<file path="config.mk">
export PLATFORM = sky130hd
export DESIGN_NAME = lbc_config
export DESIGN_NICKNAME = d
export VERILOG_FILES = /design/src/lbc_config.v
export VERILOG_INCLUDE_DIRS = /design/src
export SDC_FILE = /design/constraint.sdc
export NUM_CORES = 1
export LEC_CHECK = 0
export ABC_CLOCK_PERIOD_IN_PS = 2800
export BUFFER_PORTS_ARGS = -buffer_cell sky130_fd_sc_hd__buf_2
export CAP_MARGIN = 20
export CELL_PAD_IN_SITES_DETAIL_PLACEMENT = 1
export CELL_PAD_IN_SITES_GLOBAL_PLACEMENT = 1
export CORE_MARGIN = 2
export CORE_UTILIZATION = 30
export DETAILED_ROUTE_END_ITERATION = 16
export GPL_TIMING_DRIVEN = 0
export HOLD_SLACK_MARGIN = 0.12
export PLACE_DENSITY_LB_ADDON = 0.3
export SKIP_CTS_REPAIR_TIMING = 1
export SLEW_MARGIN = 20
export SYNTH_ARGS = -nofsm -noshare
export SYNTH_HDL_FRONTEND = slang
export SYNTH_SLANG_ARGS = --single-unit
export TNS_END_PERCENT = 1
</file>
<file path="constraint.sdc">
create_clock -name clk -period 2.8 [get_ports clk]
set_input_delay 0.56 -clock clk [delete_from_list [all_inputs] [get_ports clk]]
set_output_delay 0.56 -clock clk [all_outputs]
set_load 0.005 [all_outputs]
</file>
<file path="src/lbc_defs.vh">
`ifndef LBC_DEFS_VH
`define LBC_DEFS_VH

// Register byte addresses
`define LBC_ADDR_CONF 8'h40
`define LBC_ADDR_GLOBAL 8'h80
`define LBC_ADDR_STATUS 8'h84
`define LBC_ADDR_MASK 8'h88

// Reset values and configuration write mask
`define LBC_RST_CONF 32'h0060_0000
`define LBC_RST_GLOBAL 32'h0000_0000
`define LBC_CONF_WMASK 32'hFF7C_1FFF

// Configuration field positions
`define LBC_B_DISREG_A 30
`define LBC_B_DISREG_B 29
`define LBC_B_MODE_A 28
`define LBC_B_MODE_B 27
`define LBC_B_SDA 26
`define LBC_B_DIR 25
`define LBC_B_COMBINE 24
`define LBC_B_BUS_RUN 22
`define LBC_B_FSM_RUN 21
`define LBC_B_DEC1 12
`define LBC_B_DEC2 11
`define LBC_B_SEP_INT 10
`define LBC_B_ARB_MST 4

// Global register fields
`define LBC_B_LBSEL 0
`define LBC_B_CLK_DIR0 1
`define LBC_B_CLK_DIR1 2

// Status and mask bits
`define LBC_EV_PASS_A 0
`define LBC_EV_PASS_B 1
`define LBC_EV_SVC_A 2
`define LBC_EV_SVC_B 3
`define LBC_EV_W 4

`endif

</file>
<file path="src/lbc_config.v">
// Our own choices: the register offsets and the plain strobed port.
`timescale 1ns/1ns
// Function
// - Combine field merges acknowledge pins per channel
// - Combine acts only with local bus selected
// - Freed pins carry phase-1 clocks if output
// - Master field drives hold-grant, else input
// - Zero holds data mode machine in reset
// - Zero holds external bus controller in reset
// - Channel A disregard forwards all its interrupts
// - Channel B disregard forwards all its interrupts
// - Disregard zero means local interrupt processing
// - Mode field picks interrupt or DMA mode
// - Shared channel A uses one request, acknowledge
// - Unshared channel A keeps separate DMA signals
// - Direction field sets shared request meaning
// - First input decoding variant and polarity
// - Second input decoding variant and polarity
// - Single input serves both channels
// - Separate inputs: first A, second B
`include "lbc_defs.vh"

module lbc_config (
    input wire clk,
    input wire rstn,
    input wire ce,
    input wire [7:0] addr,
    input wire [31:0] wr_data,
    input wire wr_en,
    input wire rd_en,
    output reg [31:0] rd_data,
    output reg irq,
    input wire first_periph_int_in,
    input wire second_periph_int_in,
    input wire dma_request_chan_a,
    input wire rx_dma_request_chan_a,
    input wire dma_request_chan_b,
    input wire rx_dma_request_chan_b,
    input wire hold_grant_pin_in,
    input wire tx_ack_a,
    input wire rx_ack_a,
    input wire tx_ack_b,
    input wire rx_ack_b,
    input wire arb_grant,
    output reg tx_dma_ack_chan_a,
    output reg rx_dma_ack_chan_a,
    output reg rx_dma_ack_chan_a_oe_n,
    output reg tx_dma_ack_chan_b,
    output reg rx_dma_ack_chan_b,
    output reg rx_dma_ack_chan_b_oe_n,
    output reg hold_grant_pin_out,
    output reg hold_grant_pin_oe_n,
    output reg hold_grant_seen,
    output reg tx_req_a,
    output reg rx_req_a,
    output reg tx_req_b,
    output reg rx_req_b,
    output reg data_mode_fsm_reset_n,
    output reg ext_bus_ctrl_reset_n,
    output reg queue_push,
    output reg queue_chan_b,
    output reg queue_variant_b,
    output reg local_service,
    output reg local_service_chan_b,
    output reg local_service_dma
);

    // ****************************************
    // State machine codes
    // ****************************************
    localparam [3:0] ST_IDLE = 4'b0001;
    localparam [3:0] ST_CHA = 4'b0010;
    localparam [3:0] ST_CHB = 4'b0100;
    localparam [3:0] ST_WAIT = 4'b1000;
    localparam SYNC_W = 7;

    // ****************************************
    // Registers and synchronisers
    // ****************************************
    reg [31:0] conf_reg;
    reg [31:0] global_reg;
    reg [`LBC_EV_W-1:0] status_reg;
    reg [`LBC_EV_W-1:0] mask_reg;
    reg [SYNC_W-1:0] meta_reg;
    reg [SYNC_W-1:0] sync_reg;
    reg [3:0] state_reg;
    reg [3:0] state_next;
    reg phase_reg;
    reg [`LBC_EV_W-1:0] ev;
    reg [`LBC_EV_W-1:0] status_next;
    reg [31:0] rd_next;
    reg push_next;
    reg push_chan_next;
    reg push_var_next;
    reg svc_next;
    reg svc_chan_next;
    reg svc_dma_next;

    // Field decode
    wire disreg_a = conf_reg[`LBC_B_DISREG_A];
    wire disreg_b = conf_reg[`LBC_B_DISREG_B];
    wire mode_a = conf_reg[`LBC_B_MODE_A];
    wire mode_b = conf_reg[`LBC_B_MODE_B];
    wire sda = conf_reg[`LBC_B_SDA];
    wire dir_tx = conf_reg[`LBC_B_DIR];
    wire dec1 = conf_reg[`LBC_B_DEC1];
    wire dec2 = conf_reg[`LBC_B_DEC2];
    wire sep_int = conf_reg[`LBC_B_SEP_INT];
    wire arb_mst = conf_reg[`LBC_B_ARB_MST];
    wire dms_run = conf_reg[`LBC_B_FSM_RUN];
    wire bus_run = conf_reg[`LBC_B_BUS_RUN];
    wire lb_sel = global_reg[`LBC_B_LBSEL];
    wire clk_dir0 = global_reg[`LBC_B_CLK_DIR0];
    wire clk_dir1 = global_reg[`LBC_B_CLK_DIR1];

    // Synchronised pin levels
    wire int1_s = sync_reg[0];
    wire int2_s = sync_reg[1];
    wire dreq_a_s = sync_reg[2];
    wire rxreq_a_s = sync_reg[3];
    wire dreq_b_s = sync_reg[4];
    wire rxreq_b_s = sync_reg[5];
    wire hold_s = sync_reg[6];

    // Combine takes effect only with the local bus selected
    wire comb_eff = conf_reg[`LBC_B_COMBINE] & lb_sel;
    wire comb_a = comb_eff | sda;
    wire comb_b = comb_eff;

    // Input polarity per decoding variant
    wire int1_act = dec1 ? ~int1_s : int1_s;
    wire int2_act = dec2 ? ~int2_s : int2_s;
    wire pend_a = int1_act;
    wire pend_b = sep_int ? int2_act : int1_act;

    // Register access strobes
    wire wr_conf = wr_en & (addr == `LBC_ADDR_CONF);
    wire wr_glob = wr_en & (addr == `LBC_ADDR_GLOBAL);
    wire wr_stat = wr_en & (addr == `LBC_ADDR_STATUS);
    wire wr_mask = wr_en & (addr == `LBC_ADDR_MASK);

    // ****************************************
    // Data mode state machine, next state
    // ****************************************
    always @* begin
        state_next = state_reg;
        push_next = 1'b0;
        push_chan_next = 1'b0;
        push_var_next = 1'b0;
        svc_next = 1'b0;
        svc_chan_next = 1'b0;
        svc_dma_next = 1'b0;
        ev = {`LBC_EV_W{1'b0}};
        case (state_reg)
            ST_IDLE: begin
                if (pend_a) begin
                    state_next = ST_CHA;
                end else if (pend_b) begin
                    state_next = ST_CHB;
                end
            end
            ST_CHA: begin
                if (disreg_a) begin
                    // Forward every channel A interrupt untouched
                    push_next = 1'b1;
                    push_var_next = dec1;
                    ev[`LBC_EV_PASS_A] = 1'b1;
                end else begin
                    // Handle locally in the channel's mode
                    svc_next = 1'b1;
                    svc_dma_next = mode_a;
                    ev[`LBC_EV_SVC_A] = 1'b1;
                end
                state_next = pend_b ? ST_CHB : ST_WAIT;
            end
            ST_CHB: begin
                if (disreg_b) begin
                    push_next = 1'b1;
                    push_chan_next = 1'b1;
                    push_var_next = sep_int ? dec2 : dec1;
                    ev[`LBC_EV_PASS_B] = 1'b1;
                end else begin
                    svc_next = 1'b1;
                    svc_chan_next = 1'b1;
                    svc_dma_next = mode_b;
                    ev[`LBC_EV_SVC_B] = 1'b1;
                end
                state_next = ST_WAIT;
            end
            ST_WAIT: begin
                // Wait until neither channel has an interrupt pending
                if (!pend_a && !pend_b) begin
                    state_next = ST_IDLE;
                end
            end
            default: begin
                state_next = ST_IDLE;
            end
        endcase
    end

    // ****************************************
    // Status next value and read mux
    // ****************************************
    always @* begin
        // Set wins over a write-one clear
        status_next = status_reg;
        if (wr_stat) begin
            status_next = status_reg & ~wr_data[`LBC_EV_W-1:0];
        end
        status_next = status_next | (ev & {`LBC_EV_W{dms_run}});
        case (addr)
            `LBC_ADDR_CONF: rd_next = conf_reg;
            `LBC_ADDR_GLOBAL: rd_next = global_reg;
            `LBC_ADDR_STATUS: rd_next = {{(32-`LBC_EV_W){1'b0}}, status_reg};
            `LBC_ADDR_MASK: rd_next = {{(32-`LBC_EV_W){1'b0}}, mask_reg};
            default: rd_next = 32'h0000_0000;
        endcase
    end

    // ****************************************
    // Register file and interrupt
    // ****************************************
    always @(posedge clk or negedge rstn) begin
        if (!rstn) begin
            conf_reg <= `LBC_RST_CONF;
            global_reg <= `LBC_RST_GLOBAL;
            status_reg <= {`LBC_EV_W{1'b0}};
            mask_reg <= {`LBC_EV_W{1'b0}};
            rd_data <= 32'h0000_0000;
            irq <= 1'b0;
        end else if (ce) begin
            if (wr_conf) begin
                // Reset fields stay as written until software rewrites them
                conf_reg <= wr_data & `LBC_CONF_WMASK;
            end
            if (wr_glob) begin
                global_reg <= {29'h0000_0000, wr_data[2:0]};
            end
            if (wr_mask) begin
                mask_reg <= wr_data[`LBC_EV_W-1:0];
            end
            status_reg <= status_next;
            rd_data <= rd_en ? rd_next : 32'h0000_0000;
            irq <= |(status_next & mask_reg);
        end
    end

    // ****************************************
    // Input synchronisers
    // ****************************************
    always @(posedge clk or negedge rstn) begin
        if (!rstn) begin
            meta_reg <= {SYNC_W{1'b0}};
            sync_reg <= {SYNC_W{1'b0}};
        end else if (ce) begin
            meta_reg <= {hold_grant_pin_in, rx_dma_request_chan_b, dma_request_chan_b,
                         rx_dma_request_chan_a, dma_request_chan_a,
                         second_periph_int_in, first_periph_int_in};
            sync_reg <= meta_reg;
        end
    end

    // ****************************************
    // Data mode state machine registers
    // ****************************************
    always @(posedge clk or negedge rstn) begin
        if (!rstn) begin
            state_reg <= ST_IDLE;
            queue_push <= 1'b0;
            queue_chan_b <= 1'b0;
            queue_variant_b <= 1'b0;
            local_service <= 1'b0;
            local_service_chan_b <= 1'b0;
            local_service_dma <= 1'b0;
            data_mode_fsm_reset_n <= 1'b0;
        end else if (ce) begin
            data_mode_fsm_reset_n <= dms_run;
            if (!dms_run) begin
                // Held in its initial state while the field is zero
                state_reg <= ST_IDLE;
                queue_push <= 1'b0;
                queue_chan_b <= 1'b0;
                queue_variant_b <= 1'b0;
                local_service <= 1'b0;
                local_service_chan_b <= 1'b0;
                local_service_dma <= 1'b0;
            end else begin
                state_reg <= state_next;
                queue_push <= push_next;
                queue_chan_b <= push_chan_next;
                queue_variant_b <= push_var_next;
                local_service <= svc_next;
                local_service_chan_b <= svc_chan_next;
                local_service_dma <= svc_dma_next;
            end
        end
    end

    // ****************************************
    // External bus controller: pins and requests
    // ****************************************
    always @(posedge clk or negedge rstn) begin
        if (!rstn) begin
            phase_reg <= 1'b0;
            ext_bus_ctrl_reset_n <= 1'b0;
            tx_dma_ack_chan_a <= 1'b0;
            rx_dma_ack_chan_a <= 1'b0;
            rx_dma_ack_chan_a_oe_n <= 1'b1;
            tx_dma_ack_chan_b <= 1'b0;
            rx_dma_ack_chan_b <= 1'b0;
            rx_dma_ack_chan_b_oe_n <= 1'b1;
            hold_grant_pin_out <= 1'b0;
            hold_grant_pin_oe_n <= 1'b1;
            hold_grant_seen <= 1'b0;
            tx_req_a <= 1'b0;
            rx_req_a <= 1'b0;
            tx_req_b <= 1'b0;
            rx_req_b <= 1'b0;
        end else if (ce) begin
            ext_bus_ctrl_reset_n <= bus_run;
            if (!bus_run) begin
                // Held in its initial state while the field is zero
                phase_reg <= 1'b0;
                tx_dma_ack_chan_a <= 1'b0;
                rx_dma_ack_chan_a <= 1'b0;
                rx_dma_ack_chan_a_oe_n <= 1'b1;
                tx_dma_ack_chan_b <= 1'b0;
                rx_dma_ack_chan_b <= 1'b0;
                rx_dma_ack_chan_b_oe_n <= 1'b1;
                hold_grant_pin_out <= 1'b0;
                hold_grant_pin_oe_n <= 1'b1;
                hold_grant_seen <= 1'b0;
                tx_req_a <= 1'b0;
                rx_req_a <= 1'b0;
                tx_req_b <= 1'b0;
                rx_req_b <= 1'b0;
            end else begin
                // Phase-1 clock at half the system clock
                phase_reg <= ~phase_reg;
                // Channel A acknowledge pins
                if (comb_a) begin
                    tx_dma_ack_chan_a <= tx_ack_a | rx_ack_a;
                    rx_dma_ack_chan_a <= comb_eff & ~phase_reg;
                    rx_dma_ack_chan_a_oe_n <= ~(comb_eff & clk_dir0);
                end else begin
                    tx_dma_ack_chan_a <= tx_ack_a;
                    rx_dma_ack_chan_a <= rx_ack_a;
                    rx_dma_ack_chan_a_oe_n <= 1'b0;
                end
                // Channel B acknowledge pins
                if (comb_b) begin
                    tx_dma_ack_chan_b <= tx_ack_b | rx_ack_b;
                    rx_dma_ack_chan_b <= ~phase_reg;
                    rx_dma_ack_chan_b_oe_n <= ~clk_dir1;
                end else begin
                    tx_dma_ack_chan_b <= tx_ack_b;
                    rx_dma_ack_chan_b <= rx_ack_b;
                    rx_dma_ack_chan_b_oe_n <= 1'b0;
                end
                // Arbitration role
                hold_grant_pin_out <= arb_mst & arb_grant;
                hold_grant_pin_oe_n <= ~arb_mst;
                hold_grant_seen <= arb_mst ? arb_grant : hold_s;
                // Requests honoured only in DMA assisted mode
                if (sda) begin
                    tx_req_a <= mode_a & dreq_a_s & dir_tx;
                    rx_req_a <= mode_a & dreq_a_s & ~dir_tx;
                end else begin
                    tx_req_a <= mode_a & dreq_a_s;
                    rx_req_a <= mode_a & rxreq_a_s;
                end
                tx_req_b <= mode_b & dreq_b_s;
                rx_req_b <= mode_b & rxreq_b_s;
            end
        end
    end

endmodule

</file>
==> Word level (Yosys, flattened, before mapping) <==
Index checks and enable logic that the tools add are counted.
{ "word_totals": {"out_inout_bits": 54, "input_bits": 57, "ff_bits": 110, "elab_cells": 136} }
{ "op_classes": {"eq_ne": 10, "muxes": 58, "bitwise": 29, "reduce_logical": 8} }
{ "op_table": {"columns": ["cell", "count"], "rows": [
  ["$pmux W32 S4", 1],
  ["$mux W1", 45],
  ["$mux W32", 1],
  ["$eq A8 B8 Y1 const B", 3],
  ["$mux W4", 6],
  ["$pmux W4 S4", 1],
  ["$and A1 B1 Y1", 14],
  ["$and A4 B4 Y4", 3],
  ["$eq A8 B7 Y1 const B", 1],
  ["$pmux W1 S2", 4],
  ["$not A1 Y1", 7],
  ["$reduce_and A2 Y1", 3],
  ["$eq A4 B1 Y1 const B", 1],
  ["$eq A4 B2 Y1 const B", 1],
  ["$eq A4 B3 Y1 const B", 1],
  ["$eq A4 B4 Y1 const B", 1],
  ["$ne A4 B4 Y1 const B", 1],
  ["$not A4 Y4", 1],
  ["$or A4 B4 Y4", 1],
  ["$reduce_or A4 Y1", 1],
  ["$ne A3 B3 Y1 const B", 1],
  ["$or A1 B1 Y1", 3],
  ["$reduce_and A3 Y1", 1],
  ["$logic_not A1 Y1", 2],
  ["$logic_and A1 B1 Y1", 1]
]} }

==> Longest topological paths before layout <==
{ "logic_depth": {"depth_word": 8, "ltp_mapped": 7, "ltp_nobuf": 5} }

==> Worst setup path after synthesis <==
Ideal clock, no wire load.
{ "synth_timing": {"kind": "input-to-reg", "start": "input port addr[1]", "end": "register conf_reg[10]", "path_buffers": 2, "cell_stages": 7, "t_required_ns": 2.675, "arrival_ns": 1.854, "setup_time_ns": 0.125, "slack_ns": 0.820, "cell_sequence": "nor4_4 > nand2b_4 > nor2b_4 > and2b_1 > buf_6 > buf_12 > mux2_4"} }
{ "synth_between": {"elab_chain_cells": 3} }
{ "synth_lines": {"columns": ["element", "line_no", "source"], "rows": [
  ["start: declaration", "lbc_config.v:27", "input wire [7:0] addr,"],
  ["$eq A8 B7 Y1", null, null],
  ["$and A1 B1 Y1", "lbc_config.v:137", "wire wr_conf = wr_en & (addr == `LBC_ADDR_CONF);"],
  ["$reduce_and A2 Y1 (no source line)", null, null],
  ["end signal: assignment", "lbc_config.v:226", "conf_reg <= `LBC_RST_CONF;"],
  ["end signal: assignment", "lbc_config.v:235", "conf_reg <= wr_data & `LBC_CONF_WMASK;"],
  ["end: declaration", "lbc_config.v:80", "reg [31:0] conf_reg;"]
]} }
No other way between the ends.
A chain may end at the register's enable or synchronous reset.

==> Final worst setup path <==
{ "layout_timing": {"start": "register conf_reg[21]", "end": "register local_service_dma"} }
{ "layout_between": {"elab_chain_cells": 1} }
{ "layout_lines": {"columns": ["element", "line_no", "source"], "rows": [
  ["$mux W1", "lbc_config.v:279", "if (!dms_run) begin"],
  ["end signal: assignment", "lbc_config.v:295", "local_service_dma <= svc_dma_next;"],
  ["end: declaration", "lbc_config.v:65", "output reg local_service_dma"]
]} }
No other way between the ends.

==> impl_results.rst <==
.. list-table::
   :header-rows: 1

   * - Metric
     - Value
   * - Drc violations
     - 0
   * - GRT Util Overall
     - 16.3%
   * - Syn avg cell area
     - 12.5 µm²
   * - Worst slack on hold paths
     - 0.177 ns
   * - Worst min path class
     - input pin to async pin
   * - DRT Wirelength
     - 12,900 µm
   * - Worst-case headroom to the max-slew limit
     - between 40% and 50%
   * - Main flop type after synthesis
     - sky130_fd_sc_hd__dfrtp_1
   * - Biggest area contributors in the synthesized netlist
     - sky130_fd_sc_hd__dfrtp_1, sky130_fd_sc_hd__mux2_4, sky130_fd_sc_hd__mux2_2
   * - GRT overflow
     - 0
   * - Kind of critical path
     - register to register
   * - Wire length of the first global-routing pass
     - 20,400 µm
   * - Starting density of the core
     - 30.6%
   * - Placed Instances
     - 664
   * - Max rail drop VDD
     - 0.435 mV
   * - Setup repair after global routing missed its margin
     - no
   * - Num Clock Sinks
     - around 100
   * - Antenna fix cells
     - 0
   * - H-Tree Level Count
     - 3
   * - Final setup skew
     - 0.0103 ns
   * - Leakage power
     - around 0.0027 µW
   * - Clock insertion delay at the later pin of the skew report
     - 0.36 ns
   * - Total power per unit cell area
     - between 500 and 600 nW/µm²
   * - Sort of element at the start of the critical path
     - register
   * - Antenna violations before repair
     - 0
   * - Clock Tree Buf Depth
     - 2
   * - Count of buffer and inverter cells on the critical path
     - 1
   * - Slew Viols, Final
     - 0
   * - PnR Total Power
     - 3200 µW
   * - Post-CTS clock slew at the launch and capture registers of the worst setup and hold paths
     - approximately 0.07 ns
   * - Final setup TNS
     - 0 ns
   * - Post-Synthesis Cell Area
     - between 4000 and 5000 µm²
   * - Area share of the leading cell type in the synthesized netlist
     - 52.7%
   * - Count of routing violations after the opening detailed-route iteration
     - 133
   * - Horizontal die dimension
     - 129 µm
   * - Rows
     - 45
   * - Die Area
     - 16,500 µm²
   * - Clock tree from TritonCTS
     - built
   * - Pin count of the biggest net entering global routing
     - 63
   * - Total number of nets in the final design
     - between 500 and 600
   * - Flops & latches, synth
     - 104
   * - Detail Placement HPWL
     - 9480 µm
   * - Clk Tree Root Cell
     - sky130_fd_sc_hd__clkbuf_16
   * - Core area
     - 15,200 µm²
   * - Maximum fanout count along the critical path
     - 10
   * - Achievable Freq
     - 520 MHz
   * - CTS Buf Count
     - 9
   * - Number of global-route vias before repair
     - 3,625
   * - Hold violation count in the final report
     - 0
   * - Routed via count
     - 3,418
   * - Largest area contributor in the synthesized netlist
     - sky130_fd_sc_hd__dfrtp_1
   * - Post-DRT Antenna Nets
     - 0
   * - Share of cells above drive strength 1
     - 38.8%
   * - Result of the run
     - finished, final reports clean
   * - Non-filler cells, final
     - 680
   * - Drt pass-1 iters
     - 4
   * - Arrival time worst endpoint
     - roughly 2.2 ns
   * - Number of input and output port buffers inserted
     - 97
   * - Cells after synthesis
     - 373
   * - Warning count from the yosys run
     - 0
   * - Unique masters post-synth
     - 58
   * - Crit share post-route
     - 68.7%
   * - Area growth from synthesis to layout
     - 23.5%
   * - Worst path slowest cell
     - sky130_fd_sc_hd__dfstp_2
   * - Largest delay share family, worst path
     - simple AND/OR/NAND/NOR gates
   * - CP max stage delay
     - 0.54 ns
   * - Critical Path End Type
     - register
   * - Shortest period the worst path allows
     - roughly 1.9 ns
   * - Vias per inst
     - between 5 and 6
   * - Number of violations of the max-capacitance limit
     - 0
   * - Sequential fraction of the synthesis area
     - 56.1%
   * - Post-layout util
     - approximately 38%
   * - Number of enable-type register cells in the synthesized netlist
     - 0
   * - Series of cell instances along the critical path
     - clkbuf_1 > nand2_1 > nor3_1 > a21bo_2 > o2bb2ai_1
   * - Weighted congestion reported at the end of routability-driven placement
     - 0.812
   * - Filler Cell Count
     - 1,675
   * - Data required, critical path
     - ~3.1 ns
   * - Die height
     - 129 µm
   * - Boundary Pins
     - 111
   * - Setup Viol. Count Final
     - 0
   * - Post-synthesis async set-or-reset flop share
     - 100%
   * - Worst slew pin tran
     - 0.812 ns
   * - Average routed wire per standard cell
     - about 19 µm
power breakdown:
group	total (µW)	switching, µW	internal (µW)
clock	1400	609	794
sequential	1570	29.6	1540
combinational	226	129	96.4
cells by family after synthesis:
| logic type | synth area share [%] |
|---|---|
| other | 0.0806 |
| xor gates and xnor gates | 0.565 |
| and+or+nand+nor | 10.5 |
| muxes | 13.2 |
| DFF | 56.1 |
| buffers and inverters | 4.76 |
| AOI/OAI and AO/OA | 14.7 |
metrics by stage:
| step | setup slack, ns | instance area (µm²) |
|---|---|---|
| 2_1_floorplan | 0.820 | 4670 |
| 3_3_place_gp | 0.0140 | 5390 |
| 4_1_cts | 0.886 | 5740 |
| 5_1_grt | 0.747 | 5740 |
| 3_5_place_dp | 0.513 | 5420 |
| 6_report | 0.877 | 5740 |
final cells by class:
type                       count  area [µm²]  share of cell area (%)
inverter                      13        48.8                   0.850
clock inverter                 7         100                    1.74
tap                          188         235                    4.10
timing repair buffer          98         512                    8.91
multi-input combinational    234        1840                    32.0
clock buffer                   9         225                    3.92
sequential                   104        2610                    45.5
buffer                        27         173                    3.01
cells in the final DEF (no fill, tap or decap), types with 3 or more instances in the layout:
master and instances:
sky130_fd_sc_hd__a21oi_1 7, sky130_fd_sc_hd__nand4_1 5, sky130_fd_sc_hd__clkbuf_1 10, sky130_fd_sc_hd__buf_12 3
sky130_fd_sc_hd__nor3_1 4, sky130_fd_sc_hd__dfstp_2 6, sky130_fd_sc_hd__buf_2 101, sky130_fd_sc_hd__a31oi_1 9
sky130_fd_sc_hd__nor2b_1 6, sky130_fd_sc_hd__nand2_1 29, sky130_fd_sc_hd__nand2b_1 4, sky130_fd_sc_hd__a22o_1 22
sky130_fd_sc_hd__mux2_4 20, sky130_fd_sc_hd__inv_1 13, sky130_fd_sc_hd__mux2_2 26, sky130_fd_sc_hd__nor2_1 12
sky130_fd_sc_hd__buf_4 6, sky130_fd_sc_hd__o2bb2ai_1 16, sky130_fd_sc_hd__conb_1 6, sky130_fd_sc_hd__inv_6 3
sky130_fd_sc_hd__dfrtp_1 98, sky130_fd_sc_hd__o21ai_0 20, sky130_fd_sc_hd__nand3_1 5, sky130_fd_sc_hd__clkbuf_16 9
layer usage:
layer	up-vias	wire (µm)	global-route usage, %
met3	19	491	3.49
met4	0	375	6.46
met1	1738	5860	21.6
met2	85	6210	26.3
li1	1576	-	-
met5	-	0	0
cells in the mapped netlist (all sizes together) (2+ instances only):
library cell / instances
buf: 15
dfstp: 6
nor2: 12
a22o: 22
a32o: 2
o2bb2ai: 16
dfrtp: 98
mux2i: 2
o22ai: 2
a21oi: 7
and3: 3
inv: 13
nand4: 5
and3b: 2
nor3b: 3
a31oi: 9
nand3: 5
xor2: 2
nand3b: 2
nor4b: 2
o211ai: 2
nand2: 29
nor3: 5
mux2: 46
nor2b: 7
clkbuf: 12
o21ai: 20
nand2b: 5
final timing paths:
kind                                        from           endpoint  slack, ns  cells after the start
hold / removal                              rstn  tx_dma_ack_chan_a       0.18                      1
min in group clk           rx_dma_request_chan_b        meta_reg[5]       0.43                      2
max in group asynchronous                   rstn       conf_reg[21]       1.92                      2
setup / recovery                    conf_reg[21]  local_service_dma       0.88                      5
hold reg to reg                        phase_reg          phase_reg       0.48                      1
setup reg to reg                    conf_reg[21]  local_service_dma       0.88                      5
Power figures use the tool's default switching activity.
